<file path="src/include/tims_pkg.sv">
// Package of constants and types for the transmit input mode selector
//==============================================================
package tims_pkg;
	localparam int CLK_PERIOD_NS  = 100;
	localparam int RZ_HOLD_NS     = 12000;
	localparam int RZ_HOLD_CYC    = (RZ_HOLD_NS + CLK_PERIOD_NS - 1) / CLK_PERIOD_NS;
	localparam int LOW_HOLD_CYC   = RZ_HOLD_CYC;
	localparam int UNI_SEL_CYC    = 16;
	localparam int WORD_W         = 2;
	localparam int FIFO_DEPTH     = 8;

	typedef enum logic [1:0] {
		TIMS_BIPOLAR  = 2'h0,
		TIMS_UNIPOLAR = 2'h1,
		TIMS_RZ       = 2'h2,
		TIMS_OFF      = 2'h3
	} tims_mode_t;

	// Line symbol pair: tip and ring drive levels
	typedef struct packed {
		logic tip;
		logic ring;
	} tims_sym_t;
endpackage : tims_pkg

</file>
<file path="src/verilog/tims_top.sv">
// Transmit input mode selector with symbol FIFO
`timescale 1ns/1ps
`default_nettype none

//==============================================================
// Symbol FIFO
module tims_fifo #(
	parameter int WIDTH = 2,
	parameter int DEPTH = 8
) (
	input  wire logic             clk_i,
	input  wire logic             nrst_i,
	input  wire logic             en_i,
	input  wire logic [WIDTH-1:0] in_data_i,
	input  wire logic             in_valid_i,
	output logic                  in_ready_o,
	output logic      [WIDTH-1:0] out_data_o,
	output logic                  out_valid_o,
	input  wire logic             out_ready_i
);
	localparam int AW = $clog2(DEPTH);
	logic [WIDTH-1:0] mem [DEPTH];
	logic [AW-1:0]    wp_r;
	logic [AW-1:0]    rp_r;
	logic [AW:0]      cnt_r;
	logic             wr;
	logic             rd;

	assign in_ready_o  = (cnt_r != (AW+1)'(DEPTH));
	assign out_valid_o = (cnt_r != '0);
	assign out_data_o  = mem[rp_r];
	assign wr = en_i && in_valid_i && in_ready_o;
	assign rd = en_i && out_valid_o && out_ready_i;

	// Storage
	always_ff @(posedge clk_i) begin
		if (wr) begin
			mem[wp_r] <= in_data_i;
		end
	end

	// Pointers and fill count
	always_ff @(posedge clk_i or negedge nrst_i) begin
		if (!nrst_i) begin
			wp_r  <= '0;
			rp_r  <= '0;
			cnt_r <= '0;
		end else begin
			if (wr) begin
				wp_r <= (wp_r == AW'(DEPTH-1)) ? '0 : wp_r + 1'b1;
			end
			if (rd) begin
				rp_r <= (rp_r == AW'(DEPTH-1)) ? '0 : rp_r + 1'b1;
			end
			cnt_r <= cnt_r + (AW+1)'(wr) - (AW+1)'(rd);
		end
	end
endmodule : tims_fifo

//==============================================================
// Top: pin sampling, mode selection, line output
module tims_top #(
	parameter int HOLD_CYC = tims_pkg::RZ_HOLD_CYC,
	parameter int SEL_CYC  = tims_pkg::UNI_SEL_CYC
) (
	input  wire logic clk_i,
	input  wire logic nrst_i,
	input  wire logic en_i,
	input  wire logic ref_clk_present_i,
	input  wire logic tx_bit_clock_in_i,
	input  wire logic pos_mark_in_i,
	input  wire logic neg_mark_in_i,
	input  wire logic line_ready_i,
	output logic      line_tip_out_o,
	output logic      line_ring_out_o,
	output logic      line_oe_o,
	output logic      line_valid_o,
	output logic      sample_stall_o,
	output logic [1:0] mode_o
);
	logic [3:0] m1_r;
	logic [3:0] m2_r;
	logic       clk_d_r;
	logic [15:0] hi_cnt_r;
	logic [15:0] lo_cnt_r;
	logic [7:0]  sel_cnt_r;
	logic        uni_r;
	tims_pkg::tims_mode_t mode_r;
	tims_pkg::tims_mode_t mode_nxt;
	logic        fall;
	logic        tx_bit_clock_in;
	logic        posi;
	logic        negi;
	logic        refp;
	tims_pkg::tims_sym_t sym_w;
	tims_pkg::tims_sym_t fifo_q;
	logic        fifo_vld;
	logic        fifo_rdy;
	logic        push;

	// Two-stage synchronisers for the reference, bit clock and mark pins
	always_ff @(posedge clk_i or negedge nrst_i) begin
		if (!nrst_i) begin
			m1_r <= 4'h0;
			m2_r <= 4'h0;
		end else if (en_i) begin
			m1_r <= {ref_clk_present_i, tx_bit_clock_in_i, pos_mark_in_i, neg_mark_in_i};
			m2_r <= m1_r;
		end
	end
	assign refp = m2_r[3];
	assign tx_bit_clock_in = m2_r[2];
	assign posi = m2_r[1];
	assign negi = m2_r[0];
	assign fall = clk_d_r && !tx_bit_clock_in;

	// Bit clock level duration counters
	always_ff @(posedge clk_i or negedge nrst_i) begin
		if (!nrst_i) begin
			clk_d_r  <= 1'b0;
			hi_cnt_r <= 16'h0000;
			lo_cnt_r <= 16'h0000;
		end else if (en_i) begin
			clk_d_r  <= tx_bit_clock_in;
			hi_cnt_r <= !tx_bit_clock_in ? 16'h0000 : (hi_cnt_r == 16'hffff ? hi_cnt_r : hi_cnt_r + 16'h0001);
			lo_cnt_r <= tx_bit_clock_in ? 16'h0000 : (lo_cnt_r == 16'hffff ? lo_cnt_r : lo_cnt_r + 16'h0001);
		end
	end

	// Unipolar select: counts falling edges with select high
	always_ff @(posedge clk_i or negedge nrst_i) begin
		if (!nrst_i) begin
			sel_cnt_r <= 8'h00;
			uni_r     <= 1'b0;
		end else if (en_i) begin
			if (!negi || !refp) begin
				sel_cnt_r <= 8'h00;
				uni_r     <= 1'b0;
			end else if (fall) begin
				// Count holds falls already seen, so this fall is the seventeenth
				if (sel_cnt_r >= 8'(SEL_CYC)) begin
					uni_r <= 1'b1;
				end else begin
					sel_cnt_r <= sel_cnt_r + 8'h01;
				end
			end
		end
	end

	// Mode decision
	always_comb begin
		mode_nxt = mode_r;
		if (!refp && tx_bit_clock_in && hi_cnt_r >= 16'(HOLD_CYC)) begin
			mode_nxt = tims_pkg::TIMS_RZ;
		end else if (!tx_bit_clock_in && lo_cnt_r >= 16'(HOLD_CYC)) begin
			mode_nxt = tims_pkg::TIMS_OFF;
		end else if (tx_bit_clock_in && mode_r == tims_pkg::TIMS_RZ && !refp) begin
			mode_nxt = tims_pkg::TIMS_RZ;
		end else if (fall || mode_r == tims_pkg::TIMS_RZ || mode_r == tims_pkg::TIMS_OFF) begin
			mode_nxt = uni_r ? tims_pkg::TIMS_UNIPOLAR : tims_pkg::TIMS_BIPOLAR;
			if (!fall) begin
				mode_nxt = mode_r == tims_pkg::TIMS_RZ ? tims_pkg::TIMS_BIPOLAR : mode_r;
			end
		end
	end

	always_ff @(posedge clk_i or negedge nrst_i) begin
		if (!nrst_i) begin
			mode_r <= tims_pkg::TIMS_OFF;
		end else if (en_i) begin
			mode_r <= mode_nxt;
		end
	end

	// Symbol formed for each falling edge in bipolar and unipolar modes
	always_comb begin
		sym_w.tip  = 1'b0;
		sym_w.ring = 1'b0;
		case (mode_r)
			tims_pkg::TIMS_UNIPOLAR: begin
				sym_w.tip = posi;
			end
			default: begin
				sym_w.tip  = posi && !negi;
				sym_w.ring = negi && !posi;
			end
		endcase
	end
	assign push = fall && (mode_r == tims_pkg::TIMS_BIPOLAR || mode_r == tims_pkg::TIMS_UNIPOLAR);

	tims_fifo #(.WIDTH(tims_pkg::WORD_W), .DEPTH(tims_pkg::FIFO_DEPTH)) u_fifo (
		.clk_i       (clk_i),
		.nrst_i      (nrst_i),
		.en_i        (en_i),
		.in_data_i   (sym_w),
		.in_valid_i  (push),
		.in_ready_o  (fifo_rdy),
		.out_data_o  (fifo_q),
		.out_valid_o (fifo_vld),
		.out_ready_i (line_ready_i)
	);

	// Registered line outputs
	always_ff @(posedge clk_i or negedge nrst_i) begin
		if (!nrst_i) begin
			line_tip_out_o  <= 1'b0;
			line_ring_out_o <= 1'b0;
			line_oe_o       <= 1'b0;
			line_valid_o    <= 1'b0;
			sample_stall_o  <= 1'b0;
			mode_o          <= 2'h3;
		end else if (en_i) begin
			mode_o         <= mode_r;
			sample_stall_o <= !fifo_rdy;
			case (mode_r)
				tims_pkg::TIMS_RZ: begin
					line_tip_out_o  <= posi;
					line_ring_out_o <= negi;
					line_oe_o       <= 1'b1;
					line_valid_o    <= 1'b1;
				end
				tims_pkg::TIMS_OFF: begin
					line_tip_out_o  <= 1'b0;
					line_ring_out_o <= 1'b0;
					line_oe_o       <= 1'b0;
					line_valid_o    <= 1'b0;
				end
				default: begin
					line_oe_o    <= 1'b1;
					line_valid_o <= fifo_vld && line_ready_i;
					if (fifo_vld && line_ready_i) begin
						line_tip_out_o  <= fifo_q.tip;
						line_ring_out_o <= fifo_q.ring;
					end
				end
			endcase
		end
	end

	// Checks
	a_off_no_drive: assert property (@(posedge clk_i) disable iff (!nrst_i)
		en_i && mode_r == tims_pkg::TIMS_OFF |=> !line_oe_o) else $error("driver on while off");
	a_rz_follow: assert property (@(posedge clk_i) disable iff (!nrst_i)
		en_i && mode_r == tims_pkg::TIMS_RZ |=> line_tip_out_o == $past(posi) && line_ring_out_o == $past(negi))
		else $error("rz output does not follow input");
	a_rz_needs_ref: assert property (@(posedge clk_i) disable iff (!nrst_i)
		en_i && mode_nxt == tims_pkg::TIMS_RZ && mode_r != tims_pkg::TIMS_RZ |-> !refp && tx_bit_clock_in)
		else $error("rz entered with reference present");
	a_rz_hold: assert property (@(posedge clk_i) disable iff (!nrst_i)
		en_i && mode_nxt == tims_pkg::TIMS_RZ && mode_r != tims_pkg::TIMS_RZ |-> hi_cnt_r >= 16'(HOLD_CYC))
		else $error("rz entered too early");
	a_bip_map: assert property (@(posedge clk_i) disable iff (!nrst_i)
		push && mode_r == tims_pkg::TIMS_BIPOLAR |-> !(sym_w.tip && sym_w.ring)
		&& sym_w.tip == (posi && !negi) && sym_w.ring == (negi && !posi))
		else $error("bipolar mapping wrong");
	a_bip_sample: assert property (@(posedge clk_i) disable iff (!nrst_i)
		en_i && push |-> $past(tx_bit_clock_in) && !tx_bit_clock_in) else $error("sample off falling edge");
	a_uni_map: assert property (@(posedge clk_i) disable iff (!nrst_i)
		push && mode_r == tims_pkg::TIMS_UNIPOLAR |-> sym_w.tip == posi && !sym_w.ring)
		else $error("unipolar mapping wrong");
	a_uni_enter: assert property (@(posedge clk_i) disable iff (!nrst_i)
		en_i && !uni_r ##1 uni_r |-> $past(sel_cnt_r) >= 8'(SEL_CYC) && $past(refp) && $past(negi))
		else $error("unipolar entered early");
	a_uni_leave: assert property (@(posedge clk_i) disable iff (!nrst_i)
		en_i && !negi |=> !uni_r && sel_cnt_r == 8'h00) else $error("select low not honoured");
endmodule : tims_top

`default_nettype wire

</file>
<file path="config.mk">
export PLATFORM = sky130hd
export DESIGN_NAME = tims_top
export DESIGN_NICKNAME = d
export VERILOG_FILES = /design/src/include/tims_pkg.sv /design/src/verilog/tims_top.sv
export SDC_FILE = /design/constraint.sdc
export NUM_CORES = 1
export LEC_CHECK = 0
export ABC_CLOCK_PERIOD_IN_PS = 3600
export BUFFER_PORTS_ARGS = -buffer_cell sky130_fd_sc_hd__clkbuf_2
export CAP_MARGIN = 10
export CORE_MARGIN = 3
export CORE_UTILIZATION = 25
export DETAILED_ROUTE_END_ITERATION = 8
export GPL_TIMING_DRIVEN = 0
export PLACE_DENSITY_LB_ADDON = 0.1
export RECOVER_POWER = 25
export SLEW_MARGIN = 20
export SYNTH_ARGS = -nofsm -noshare
export SYNTH_HDL_FRONTEND = slang
export SYNTH_HIERARCHICAL = 1
export SYNTH_SLANG_ARGS = --single-unit
</file>
<file path="constraint.sdc">
create_clock -name clk_i -period 3.6 [get_ports clk_i]
set_input_delay 0.72 -clock clk_i [delete_from_list [all_inputs] [get_ports clk_i]]
set_output_delay 0.72 -clock clk_i [all_outputs]
set_load 0.1 [all_outputs]
</file>
# Word level (Yosys, flattened, before mapping)
# Memory sizes are Yosys's and may differ from the RTL's.
# Index checks and enable logic that the tools add are counted.
# Widths: inputs -> output; s select.
# word_totals
regBits	69
mem_bits_rw	16
in_bits	8
output_inout_bits	7
mem_count	1
# classes
addsub	7
n_lt_le_gt_ge	3
n_eq_ne	11
muxes	29
n_reduce_logical	36
# mem_list
memory	depth	width	rd	rd_clocked_by_memory_dff	write_ports	line	source
u_fifo.mem	8	2	1	0	1	tims_top.sv:22	logic [WIDTH-1:0] mem [DEPTH];
# ops
op	n
$mux 16	4
$add 16x1->16 const B	2
$eq 16x16->1 const B	2
$ge 16x7->1 const B	2
$mux 8	3
$logic_and 1x1->1	14
$mux 2	6
$mux 1	11
$reduce_and 3->1	3
$add 8x1->8 const B	1
$ge 8x5->1 const B	1
$reduce_bool 4->1	2
$add 3x1->3 const B	2
$eq 3x3->1 const B	2
$mux 3	2
$ne 2x2->1 const B	3
$pmux 1 s2	3
$reduce_and 2->1	3
$logic_not 1->1	5
$reduce_bool 5->1	1
$add 4x1->4	1
$eq 2x2->1 const B	2
$logic_or 1x1->1	4
$ne 4x4->1 const B	1
other kinds (5)	6

# Depth between registers and ports, before layout
# Gate-level depths: netlist of the first run.
# depth
word_depth	8
mapped_depth	11
mapped_depth_nobuf	11

# Hierarchy
# Netlist of the first run, hierarchy kept.
# by_module_without_submodules
module	n_inst	cells_per_inst	area_per_inst_um2	seq_area_each_um2
tims_top	1	333	3095.5	1481.4
tims_fifo	1	83	1257.5	730.7

# Worst setup path after synthesis of the first run
# No wires, ideal clock.
# synth_timing
path_kind	register -> register
start	reg u_fifo.cnt_r[2]
end	reg u_fifo.cnt_r[2]
setup_ps	123
arrival_ps	2054
slack_ps	1423
path_stages_with_launch	11
n_path_buf	0
synth_period_minus_slack_ps	2177
path_cell_list	dfrtp_1 -> inv_1 -> ha_1 -> or3b_4 -> and3_4 -> inv_1 -> ha_1 -> inv_1 -> ha_1 -> fa_1 -> xor2_1
# synth_via
elab_chain_len	4
word_cells_on_any_way	7
cone_classes	add/sub (2); eq/ne (1); reduce/logical (4)
# synth_lines
element	line	source
from (decl)	tims_top.sv:25	logic [AW:0] cnt_r;
from (signal assigned)	tims_top.sv:55	cnt_r <= cnt_r + (AW+1)'(wr) - (AW+1)'(rd);
$ne 4x4->1	tims_top.sv:29	assign in_ready_o = (cnt_r != (AW+1)'(DEPTH));
net fifo_rdy	tims_top.sv:98	logic fifo_rdy;
$logic_and 1x1->1	tims_top.sv:32	assign wr = en_i && in_valid_i && in_ready_o;
$add 4x1->4	tims_top.sv:55	
$sub 4x1->4	tims_top.sv:55	
# The timed path passes the listed nets, and every way through them passes these cells.
# A chain may end at the register's enable or synchronous reset.

# Worst setup path in the final report of the first run
# layout_timing
start	reg m2_r[2]
end	reg u_fifo.cnt_r[2]
# layout_via
elab_chain_len	7
# layout_lines
element	line	source
from (decl)	tims_top.sv:82	logic [3:0] m2_r;
from (signal assigned)	tims_top.sv:108	m2_r <= m1_r;
$logic_not 1->1	tims_top.sv:115	assign fall = clk_d_r && !tx_bit_clock_in;
$logic_and 1x1->1	tims_top.sv:115	
$logic_and 1x1->1	tims_top.sv:189	assign push = fall && (mode_r == tims_pkg::TIMS_BIPOLAR || mode_r == tims_pkg::TIMS_UNIPOLAR);
net push	tims_top.sv:99	logic push;
$logic_and 1x1->1 (2 in series)	tims_top.sv:32	
$add 4x1->4	tims_top.sv:55	
$sub 4x1->4	tims_top.sv:55	
# The timed path passes the listed nets, and every way through them passes these cells.

==> flow_summary.json, run 1 <==
{
  "post_cts_buffers": 0,
  "core_um2": 16800,
  "p_sw_share_pct": 34.0,
  "cp-start-kind": "flop",
  "synth-xor-area-share_pct": 2.01,
  "yosysSeqAreaShare_pct": 50.8,
  "finClkSkew_ns": 0.00431,
  "fillCellCount": 1797,
  "post-route-util_pct": 30.0,
  "postRouteWirelength_um": 10400,
  "netlist_instances": 416,
  "path_class": "flop to flop",
  "numCtsBuffers": 9,
  "postCtsHoldBufs": 0,
  "drc": 0,
  "firstDrtPassIters": 4,
  "yosys.area.top_type": "dfrtp_1",
  "synth_compound_area_share_pct": 11.8,
  "yosysUniqueCellTypes": 65,
  "clock.fmax_mhz": 398,
  "async_flop_share_pct": 81.2,
  "power_density_nw_per_um2": 619,
  "internal_power_mw": 2.06,
  "dieArea_um2": 19000,
  "cts_root_buf": "clkbuf_16",
  "gr-total-overflow": 0,
  "arrival_ns": 2.75,
  "die-width_um": 138,
  "clock_latency_ns": 0.35,
  "critPathRequiredTime_ns": 3.84,
  "rsz0062_at_grt": "false",
  "grt_usage_pct": 12.1,
  "ys.flop_type": "dfrtp_1",
  "fp.dieH_um": 138,
  "post-route-min-period_ns": 2.51,
  "outcome": "finished with violations",
  "drv_cap": 1,
  "slew_viol_final": 35,
  "clockBufferDepth": 2,
  "nets": 467,
  "viasPerCell": 4.75,
  "synth_nets": 441,
  "ys_seq_elements": 85,
  "hold_viol_final": 0,
  "pwr-share-comb_pct": 25.4,
  "p_seq_share_pct": 41.5,
  "initial_core_util_pct": 25.9,
  "layout-drive-gt1-share_pct": 15.2,
  "cts_sinks": 85,
  "relSlewSlack_pct": -32.1,
  "power_mw": 3.12,
  "switchingPower_mw": 1.06,
  "synth-edff-count": 16,
  "antenna_found_initial": 0,
  "synth_top_family_by_area": "simple AND/OR/NAND/NOR gates",
  "vdd_drop_max_v": 0.000240,
  "mostFrequentLayoutCells": "dfrtp_1 (65), nand2_1 (46), nor2_1 (38)",
  "synth_top_area_share_pct": 37.4,
  "p_leak_nw": 2.06,
  "drt_iter0_markers": 114,
  "layout_commonest_cell": "dfrtp_1",
  "crit_path_end_kind": "flop",
  "tns_ns": 0,
  "grt_pass1_vias": 3223,
  "rows": 47,
  "ios": 15,
  "vias": 3165,
  "yosys.area_share.simple_pct": 19.1,
  "setup_slack_ns": 1.09,
  "synthMuxAreaShare_pct": 8.05,
  "setup_viol": 0,
  "tritoncts": "built",
  "post_cts_resized": 0,
  "worst_slew_pin_slew_ns": 1.98,
  "violations": "capacitance limit, slew limit",
  "ant_nets": 0,
  "synth_fa_ha_area_share_pct": 5.06,
  "holdPathStages": 2,
  "p_clk_share_pct": 33.1,
  "hold_class": "flop to flop",
  "gp_congestion": 0.764,
  "crit_fanout": 5,
  "synth_area_leaders": "dfrtp_1 (37%), edfxtp_1 (11%), ha_1 (4.6%), nand2_1 (4.0%), mux2_2 (3.6%)",
  "htreeDepth": 3,
  "grt_pass1_wl_um": 17700,
  "diodes": 0,
  "wl_per_cell_um": 15.7,
  "hpwlAfterDp_um": 7430,
  "numPortBuffers": 14,
  "grt_max_degree": 36,
  "avgSynthCellArea_um2": 10.5,
  "r2r_cells": 9,
  "clk_pin_slew_ns": 0.07,
  "yosys_warnings": 6,
  "dp_slack_ns": 0.672,
  "syn_area_um2": 4350,
  "fin_crit_sh_pct": 69.7,
  "syn2layout_area_growth_pct": 15.9
}
## state kept, by name, summed over array words and instances, names as in the netlist, 2 cells and up
| name | flops |
|---|---|
| hi_cnt_r | 16 |
| lo_cnt_r | 16 |
| mode_r | 2 |
| mode_o | 2 |
| u_fifo/rp_r | 3 |
| sel_cnt_r | 8 |
| u_fifo/mem | 16 |
| u_fifo/cnt_r | 4 |
| m2_r | 4 |
| u_fifo/wp_r | 3 |
| m1_r | 4 |
## synthesized netlist by cell type (all sizes together) (5+ instances only)
cell type,instances
dfrtp,65
nand2,46
nor2,38
o21ai,28
nand3,22
inv,18
mux2,17
edfxtp,16
ha,16
nor3,15
a21oi,10
and3,8
clkbuf,8
or4,8
nand4,7
a31oi,6
buf,6
o31ai,6
xnor2,6
mux2i,5
o311ai,5
## through the flow
step | cells | area, um2 | hold slack [ns]
after floorplan | 416 | 4350 | 0.424
after global placement | 650 | 4700 | 0.482
after detailed placement | 651 | 4720 | 0.490
after CTS | 667 | 5050 | 0.386
after global routing | 667 | 5050 | 0.523
final | 667 | 5050 | 0.492
## cell type report
type	count	area (um2)	area share (%)
Buffer	14	67.6	1.34
Clock buffer	9	225	4.46
Clock inverter	7	104	2.06
Inverter	19	71.3	1.41
Multi-Input combinational cell	298	2000	39.7
Sequential cell	85	2210	43.8
Tap cell	220	275	5.45
Timing Repair Buffer	15	88.8	1.76
## kinds of logic (layout without fill, tap and decap cells)
family | count (synthesis) | after routing
AOI/OAI and AO/OA | 78 | 78
xor gates and xnor gates | 10 | 10
adders and majority gates | 17 | 17
buffers and inverters | 33 | 64
DFF | 85 | 85
muxes | 26 | 26
and+or+nand+nor | 167 | 167
## routing by layer
layer | global-route usage (%) | up-vias | wire length (um) | share of wire, %
li1 | - | 1579 | - | -
met1 | 16.4 | 1544 | 5090 | 49
met2 | 18.9 | 34 | 4900 | 47
met3 | 3.70 | 8 | 353 | 3.4
met4 | 3.13 | 0 | 97 | 0.93
met5 | 0 | - | 0 | 0
## power by group through the flow
stage / combinational, mW / clock [mW] / sequential [mW]
2_1_floorplan: 0.473 / 0 / 1.43
3_3_place_gp: 0.791 / 0 / 1.31
3_5_place_dp: 0.809 / 0 / 1.32
4_1_cts: 0.811 / 1.08 / 1.30
5_1_grt: 0.893 / 1.11 / 1.32
6_report: 0.794 / 1.03 / 1.30
## worst max-delay path: stages, from the launching register on
cell and delay (ns):
dfrtp_1 0.45, nand2b_1 0.27, nor2_1 0.29, and3_4 0.29, inv_1 0.06, ha_1 0.27
inv_1 0.04, ha_1 0.20, fa_1 0.38, xor2_1 0.17
## worst paths after layout
check                                           start                         end  slack, ns
max                               m2_r[2]$_DFFE_PN0P_   u_fifo/cnt_r[2]$_DFF_PN0_       1.09
max reg2reg                       m2_r[2]$_DFFE_PN0P_   u_fifo/cnt_r[2]$_DFF_PN0_       1.09
min in group asynchronous                      nrst_i   u_fifo/cnt_r[1]$_DFF_PN0_       0.92
min                        line_tip_out_o$_DFFE_PN0P_  line_tip_out_o$_DFFE_PN0P_       0.49
max in group asynchronous                      nrst_i    sel_cnt_r[1]$_DFFE_PN0P_       1.53
min reg2reg                line_tip_out_o$_DFFE_PN0P_  line_tip_out_o$_DFFE_PN0P_       0.49
Power figures use the tool's default switching activity.
==> run 2, diff against run 1 <==
--- a/config.mk
+++ b/config.mk
@@ -5,7 +5,7 @@
 export SDC_FILE = /design/constraint.sdc
 export NUM_CORES = 1
 export LEC_CHECK = 0
-export ABC_CLOCK_PERIOD_IN_PS = 3600
+export ABC_CLOCK_PERIOD_IN_PS = 2400
 export BUFFER_PORTS_ARGS = -buffer_cell sky130_fd_sc_hd__clkbuf_2
 export CAP_MARGIN = 10
 export CORE_MARGIN = 3
==> constraint.sdc (replaced) <==
create_clock -name clk_i -period 2.4 [get_ports clk_i]
set_input_delay 0.48 -clock clk_i [delete_from_list [all_inputs] [get_ports clk_i]]
set_output_delay 0.48 -clock clk_i [all_outputs]
set_load 0.1 [all_outputs]
==> flow_summary.json, run 2 (same netlist as run 1, synthesis figures left out) <==
{
  "postRouteWirelength_um": 10400,
  "layout-drive-gt1-share_pct": 17.1,
  "critPathRequiredTime_ns": 2.67,
  "layout_commonest_cell": "dfrtp_1",
  "syn2layout_area_growth_pct": 17.0,
  "top_regs": "hi_cnt_r: 16 flops, lo_cnt_r: 16 flops, u_fifo/mem: 16 flops",
  "crit_path_end_kind": "flop",
  "dieArea_um2": 19000,
  "hpwlAfterDp_um": 7430,
  "slew_viol_final": 35,
  "cts_sinks": 85,
  "r2r-end": "u_fifo/cnt_r[3]$_DFF_PN0_",
  "viasPerCell": 4.75,
  "grt_pass1_wl_um": 17700,
  "tns_ns": 0,
  "grt_pass1_vias": 3223,
  "clock.fmax_mhz": 440,
  "p_leak_nw": 2.08,
  "fillCellCount": 1794,
  "r2r_cells": 11,
  "core_um2": 16800,
  "power_mw": 4.71,
  "rows": 47,
  "critPathCapture": "u_fifo/cnt_r[3]$_DFF_PN0_",
  "gr-total-overflow": 0,
  "clockBufferDepth": 2,
  "cp-startpoint": "u_fifo/cnt_r[2]$_DFF_PN0_",
  "r2r_setup_slack_ns": 0.13,
  "gp_congestion": 0.764,
  "cts_root_buf": "clkbuf_16",
  "outcome": "finished with violations",
  "post-route-util_pct": 30.3,
  "drv_cap": 1,
  "rsz0062_at_grt": "false",
  "wl_per_cell_um": 15.6,
  "setup_viol": 0,
  "violations": "capacitance limit, slew limit",
  "placed_area_um2": 4720,
  "hold_viol_final": 0,
  "fin_hold_ws_ns": 0.367,
  "grt_max_degree": 36,
  "htreeDepth": 3,
  "drc": 0,
  "mostFrequentLayoutCells": "dfrtp_1 (65), nand2_1 (46), nor2_1 (36)",
  "initial_core_util_pct": 25.9,
  "drt_iter0_markers": 106,
  "cp-start-kind": "flop",
  "finClkSkew_ns": 0.00404,
  "fin_area_um2": 5090,
  "arrival_ns": 2.55,
  "numCtsBuffers": 9,
  "path_class": "flop to flop",
  "firstDrtPassIters": 4,
  "vias": 3185,
  "power_density_nw_per_um2": 925,
  "grt_usage_pct": 12.1,
  "fin_crit_sh_pct": 94.8,
  "hold_class": "input port to flop",
  "nets": 470,
  "relSlewSlack_pct": -33.0,
  "antenna_found_initial": 0,
  "worst_slew_pin_slew_ns": 1.99,
  "clock_latency_ns": 0.35,
  "numPortBuffers": 14,
  "clk_pin_slew_ns": 0.07,
  "crit_fanout": 4,
  "ios": 15,
  "tritoncts": "built",
  "diodes": 0,
  "fp.dieH_um": 138,
  "worstReg2RegStart": "u_fifo/cnt_r[2]$_DFF_PN0_",
  "vdd_drop_max_v": 0.000361,
  "die-width_um": 138,
  "post-route-min-period_ns": 2.27,
  "ant_nets": 0,
  "worstHoldStart": "tx_bit_clock_in_i"
}
[run 2: per-stage QoR]
step / setup WS (ns) / instances
global placement: -0.252 / 650
finish: 0.125 / 670
detailed placement: -0.288 / 651
floorplan: 0.223 / 416
global route: 0.000881 / 670
CTS: 0.0168 / 667
[run 2: layout make-up]
cell class	instances	area, um2	area share, %
Buffer	14	68.8	1.35
Clock buffer	9	225	4.42
Tap cell	220	275	5.41
Multi-Input combinational cell	298	2020	39.7
Clock inverter	7	104	2.04
Timing Repair Buffer	18	111	2.19
Inverter	19	71.3	1.40
Sequential cell	85	2210	43.5
[run 2: repair_timing]
| action | 4_1_cts | 5_1_grt |
|---|---|---|
| endpoints found under the setup margin | 3 | 7 |
| setup buffers | 0 | 3 |
| pin swaps | 0 | 1 |
| hold buffers | 0 | 0 |
| resized for setup | 3 | 6 |
[run 2: worst min path at each step]
stage                                            end  depth (start not counted)
final                            m1_r[2]$_DFFE_PN0P_                          2
after global placement           m2_r[2]$_DFFE_PN0P_                          2
after CTS                  u_fifo/cnt_r[1]$_DFF_PN0_                          1
after detailed placement  line_tip_out_o$_DFFE_PN0P_                          2
after global routing             m1_r[2]$_DFFE_PN0P_                          2
after floorplan                  clk_d_r$_DFFE_PN0P_                          0
[run 2: report_power, final]
part	total (mW)	internal, mW	switching, mW
Sequential	1.95	1.72	0.233
Clock	1.55	0.927	0.625
Combinational	1.21	0.461	0.749
Total	4.71	3.10	1.61
[run 2: metal layers]
metal | wire length (um) | share of wire, % | up-vias | GRT usage [%]
met4 | 100 | 0.96 | 0 | 3.13
met5 | 0 | 0 | - | 0
met3 | 356 | 3.4 | 7 | 3.70
li1 | - | - | 1584 | -
met2 | 4920 | 47 | 36 | 18.9
met1 | 5060 | 48 | 1558 | 16.4
[run 2: worst max-delay path, stage by stage (launching register included)]
cell and delay [ns]:
dfrtp_1 0.37, inv_2 0.07, ha_1 0.14, or3b_4 0.40, and3_4 0.19, inv_1 0.06
ha_1 0.14, inv_1 0.07, ha_1 0.27, a21o_1 0.17, a21oi_2 0.15, xor2_1 0.17
==> run 3, diff against run 2 <==
--- a/config.mk
+++ b/config.mk
@@ -5,14 +5,14 @@
 export SDC_FILE = /design/constraint.sdc
 export NUM_CORES = 1
 export LEC_CHECK = 0
-export ABC_CLOCK_PERIOD_IN_PS = 2400
+export ABC_CLOCK_PERIOD_IN_PS = 1900
 export BUFFER_PORTS_ARGS = -buffer_cell sky130_fd_sc_hd__clkbuf_2
 export CAP_MARGIN = 10
 export CORE_MARGIN = 3
 export CORE_UTILIZATION = 25
 export DETAILED_ROUTE_END_ITERATION = 8
-export GPL_TIMING_DRIVEN = 0
-export PLACE_DENSITY_LB_ADDON = 0.1
+export GPL_TIMING_DRIVEN = 1
+export PLACE_DENSITY_LB_ADDON = 0.08
 export RECOVER_POWER = 25
 export SLEW_MARGIN = 20
 export SYNTH_ARGS = -nofsm -noshare
==> constraint.sdc (replaced) <==
create_clock -name clk_i -period 1.9 [get_ports clk_i]
set_input_delay 0.38 -clock clk_i [delete_from_list [all_inputs] [get_ports clk_i]]
set_output_delay 0.38 -clock clk_i [all_outputs]
set_load 0.1 [all_outputs]
==> flow_summary.json, run 3 (same netlist as run 1, synthesis figures left out) <==
{
  "clk_pin_slew_ns": 0.07,
  "wl_per_cell_um": 15.2,
  "grt_busiest_layer": "met2",
  "whs_endpoint": "m1_r[3]$_DFFE_PN0P_",
  "fin_area_um2": 5470,
  "setup_viol": 3,
  "nets": 506,
  "r2r_cells": 9,
  "core_um2": 16800,
  "clock_latency_ns": 0.35,
  "vias": 3329,
  "tritoncts": "built",
  "pwr-share-comb_pct": 29.7,
  "postRouteWirelength_um": 10700,
  "cp-start-kind": "flop",
  "worstReg2RegStart": "u_fifo/cnt_r[2]$_DFF_PN0_",
  "die-width_um": 138,
  "numCtsBuffers": 9,
  "placed_area_um2": 5070,
  "gr-total-overflow": 0,
  "worstHoldStart": "ref_clk_present_i",
  "p_clk_share_pct": 28.2,
  "syn2layout_area_growth_pct": 25.6,
  "grtUsageMet3_pct": 3.01,
  "hold_class": "input port to flop",
  "drc": 0,
  "cpPeakStageDelay_ns": 0.42,
  "crit_chain": "inv_2 -> ha_4 -> or3b_4 -> and3_4 -> inv_4 -> ha_4 -> inv_4 -> ha_4 -> fa_2",
  "diodes": 0,
  "grtUsageMet1_pct": 16.5,
  "p_seq_share_pct": 42.1,
  "antenna_found_initial": 0,
  "firstDrtPassIters": 4,
  "ant_nets": 0,
  "relSlewSlack_pct": 56.4,
  "use_met2_pct": 19.7,
  "fillCellCount": 1773,
  "critical-path-slowest-cell": "fa_2",
  "drt_iter0_markers": 134,
  "viasPerCell": 4.72,
  "drv_cap": 0,
  "r2r-end": "u_fifo/cnt_r[1]$_DFF_PN0_",
  "clockBufferDepth": 2,
  "layout-drive-gt1-share_pct": 29.0,
  "holdPathStages": 2,
  "crit_fanout": 2,
  "worst_slew_pin_slew_ns": 0.654,
  "cts_root_buf": "clkbuf_16",
  "ios": 15,
  "fin_crit_sh_pct": 108,
  "fp.dieH_um": 138,
  "post-route-min-period_ns": 2.05,
  "htreeDepth": 3,
  "cts_sinks": 85,
  "switchingPower_mw": 2.08,
  "p_sw_share_pct": 35.4,
  "rsz0062_at_grt": "true",
  "outcome": "finished with violations",
  "finClkSkew_ns": 0.00689,
  "gp_congestion": 0.762,
  "slew_viol_final": 0,
  "grt_pass1_wl_um": 18100,
  "p_leak_nw": 2.26,
  "clock.fmax_mhz": 489,
  "mostFrequentLayoutCells": "dfrtp_1 (63), buf_4 (47), nand2_1 (46)",
  "r2r_setup_slack_ns": -0.15,
  "path_class": "flop to flop",
  "dp_slack_ns": -0.199,
  "cp_num_buf_inv": 3,
  "violations": "setup timing",
  "crit_path_end_kind": "flop",
  "hold_viol_final": 0,
  "setup_slack_ns": -0.147,
  "layout_commonest_cell": "dfrtp_1",
  "power_density_nw_per_um2": 1070,
  "grt_usage_pct": 12.2,
  "grt_pass1_vias": 3453,
  "vdd_drop_max_v": 0.000533,
  "top_regs": "hi_cnt_r: 16 flops, lo_cnt_r: 16 flops, u_fifo/mem: 16 flops",
  "internal_power_mw": 3.79,
  "critPathRequiredTime_ns": 2.12,
  "path_delay_family": "adder cells",
  "numPortBuffers": 14,
  "initial_core_util_pct": 25.9,
  "crit_top_cell": "ha_4",
  "hpwlAfterDp_um": 7780,
  "arrival_ns": 2.27,
  "dieArea_um2": 19000,
  "rows": 47,
  "grt_max_degree": 32
}
[run 3: what timing repair did]
| item | CTS | global route |
|---|---|---|
| pin swaps | 6 | 12 |
| setup endpoints to repair | 4 | 24 |
| resized for setup | 6 | 24 |
| hold endpoints to repair | 19 | 0 |
| gates cloned | 0 | 1 |
| buffers inserted | 0 | 2 |
| hold buffers | 1 | 0 |
[run 3: power groups by stage]
stage	combinational, mW	sequential (mW)	clock [mW]
after floorplan	0.930	2.72	0
after global placement	1.69	2.50	0
after detailed placement	1.73	2.50	0
after CTS	1.77	2.47	1.72
after global routing	1.95	2.52	1.79
final	1.74	2.47	1.65
[run 3: worst max-delay path by stage]
stage,end,depth (start not counted),start
finish,u_fifo/cnt_r[1]$_DFF_PN0_,9,u_fifo/cnt_r[2]$_DFF_PN0_
global route,u_fifo/cnt_r[1]$_DFF_PN0_,9,u_fifo/cnt_r[2]$_DFF_PN0_
CTS,u_fifo/cnt_r[3]$_DFF_PN0_,11,u_fifo/cnt_r[2]$_DFF_PN0_
detailed placement,u_fifo/cnt_r[3]$_DFF_PN0_,11,u_fifo/cnt_r[2]$_DFF_PN0_
global placement,u_fifo/cnt_r[1]$_DFF_PN0_,9,u_fifo/cnt_r[2]$_DFF_PN0_
floorplan,u_fifo/cnt_r[1]$_DFF_PN0_,9,u_fifo/cnt_r[2]$_DFF_PN0_
[run 3: worst reg2reg max path, delay by kind of cell, from the launching register on]
family,cells,cell delay [ns]
buf+inv,3,0.17
fa+ha+maj,4,0.85
flops,1,0.37
simple gates,2,0.54
[run 3: final cells by class]
type	count	area [um2]	area share (%)
timing repair buffer	68	492	9.00
inverter	19	78.8	1.44
tap	220	275	5.04
clock inverter	7	51.3	0.938
multi-input combinational	298	2130	39.0
clock buffer	9	225	4.12
sequential	85	2210	40.5
[run 3: routing by layer]
layer | vias to the layer above | routed length, um
met2 | 25 | 4950
met3 | 14 | 275
met4 | 0 | 149
met5 | - | 0
li1 | 1654 | -
met1 | 1636 | 5340
[run 3: metrics by stage]
| step | hold slack [ns] | utilization (%) | instances | power, mW | setup TNS, ns |
|---|---|---|---|---|---|
| floorplan | 0.0844 | - | 416 | 3.65 | -0.516 |
| global placement | 0.327 | 30.2 | 686 | 4.20 | -0.503 |
| detailed placement | 0.323 | 30.2 | 686 | 4.23 | -0.564 |
| CTS | 0.255 | 32.0 | 703 | 5.96 | -0.489 |
| global route | 0.259 | 32.5 | 706 | 6.25 | -0.596 |
| finish | 0.264 | 32.5 | 706 | 5.86 | -0.381 |
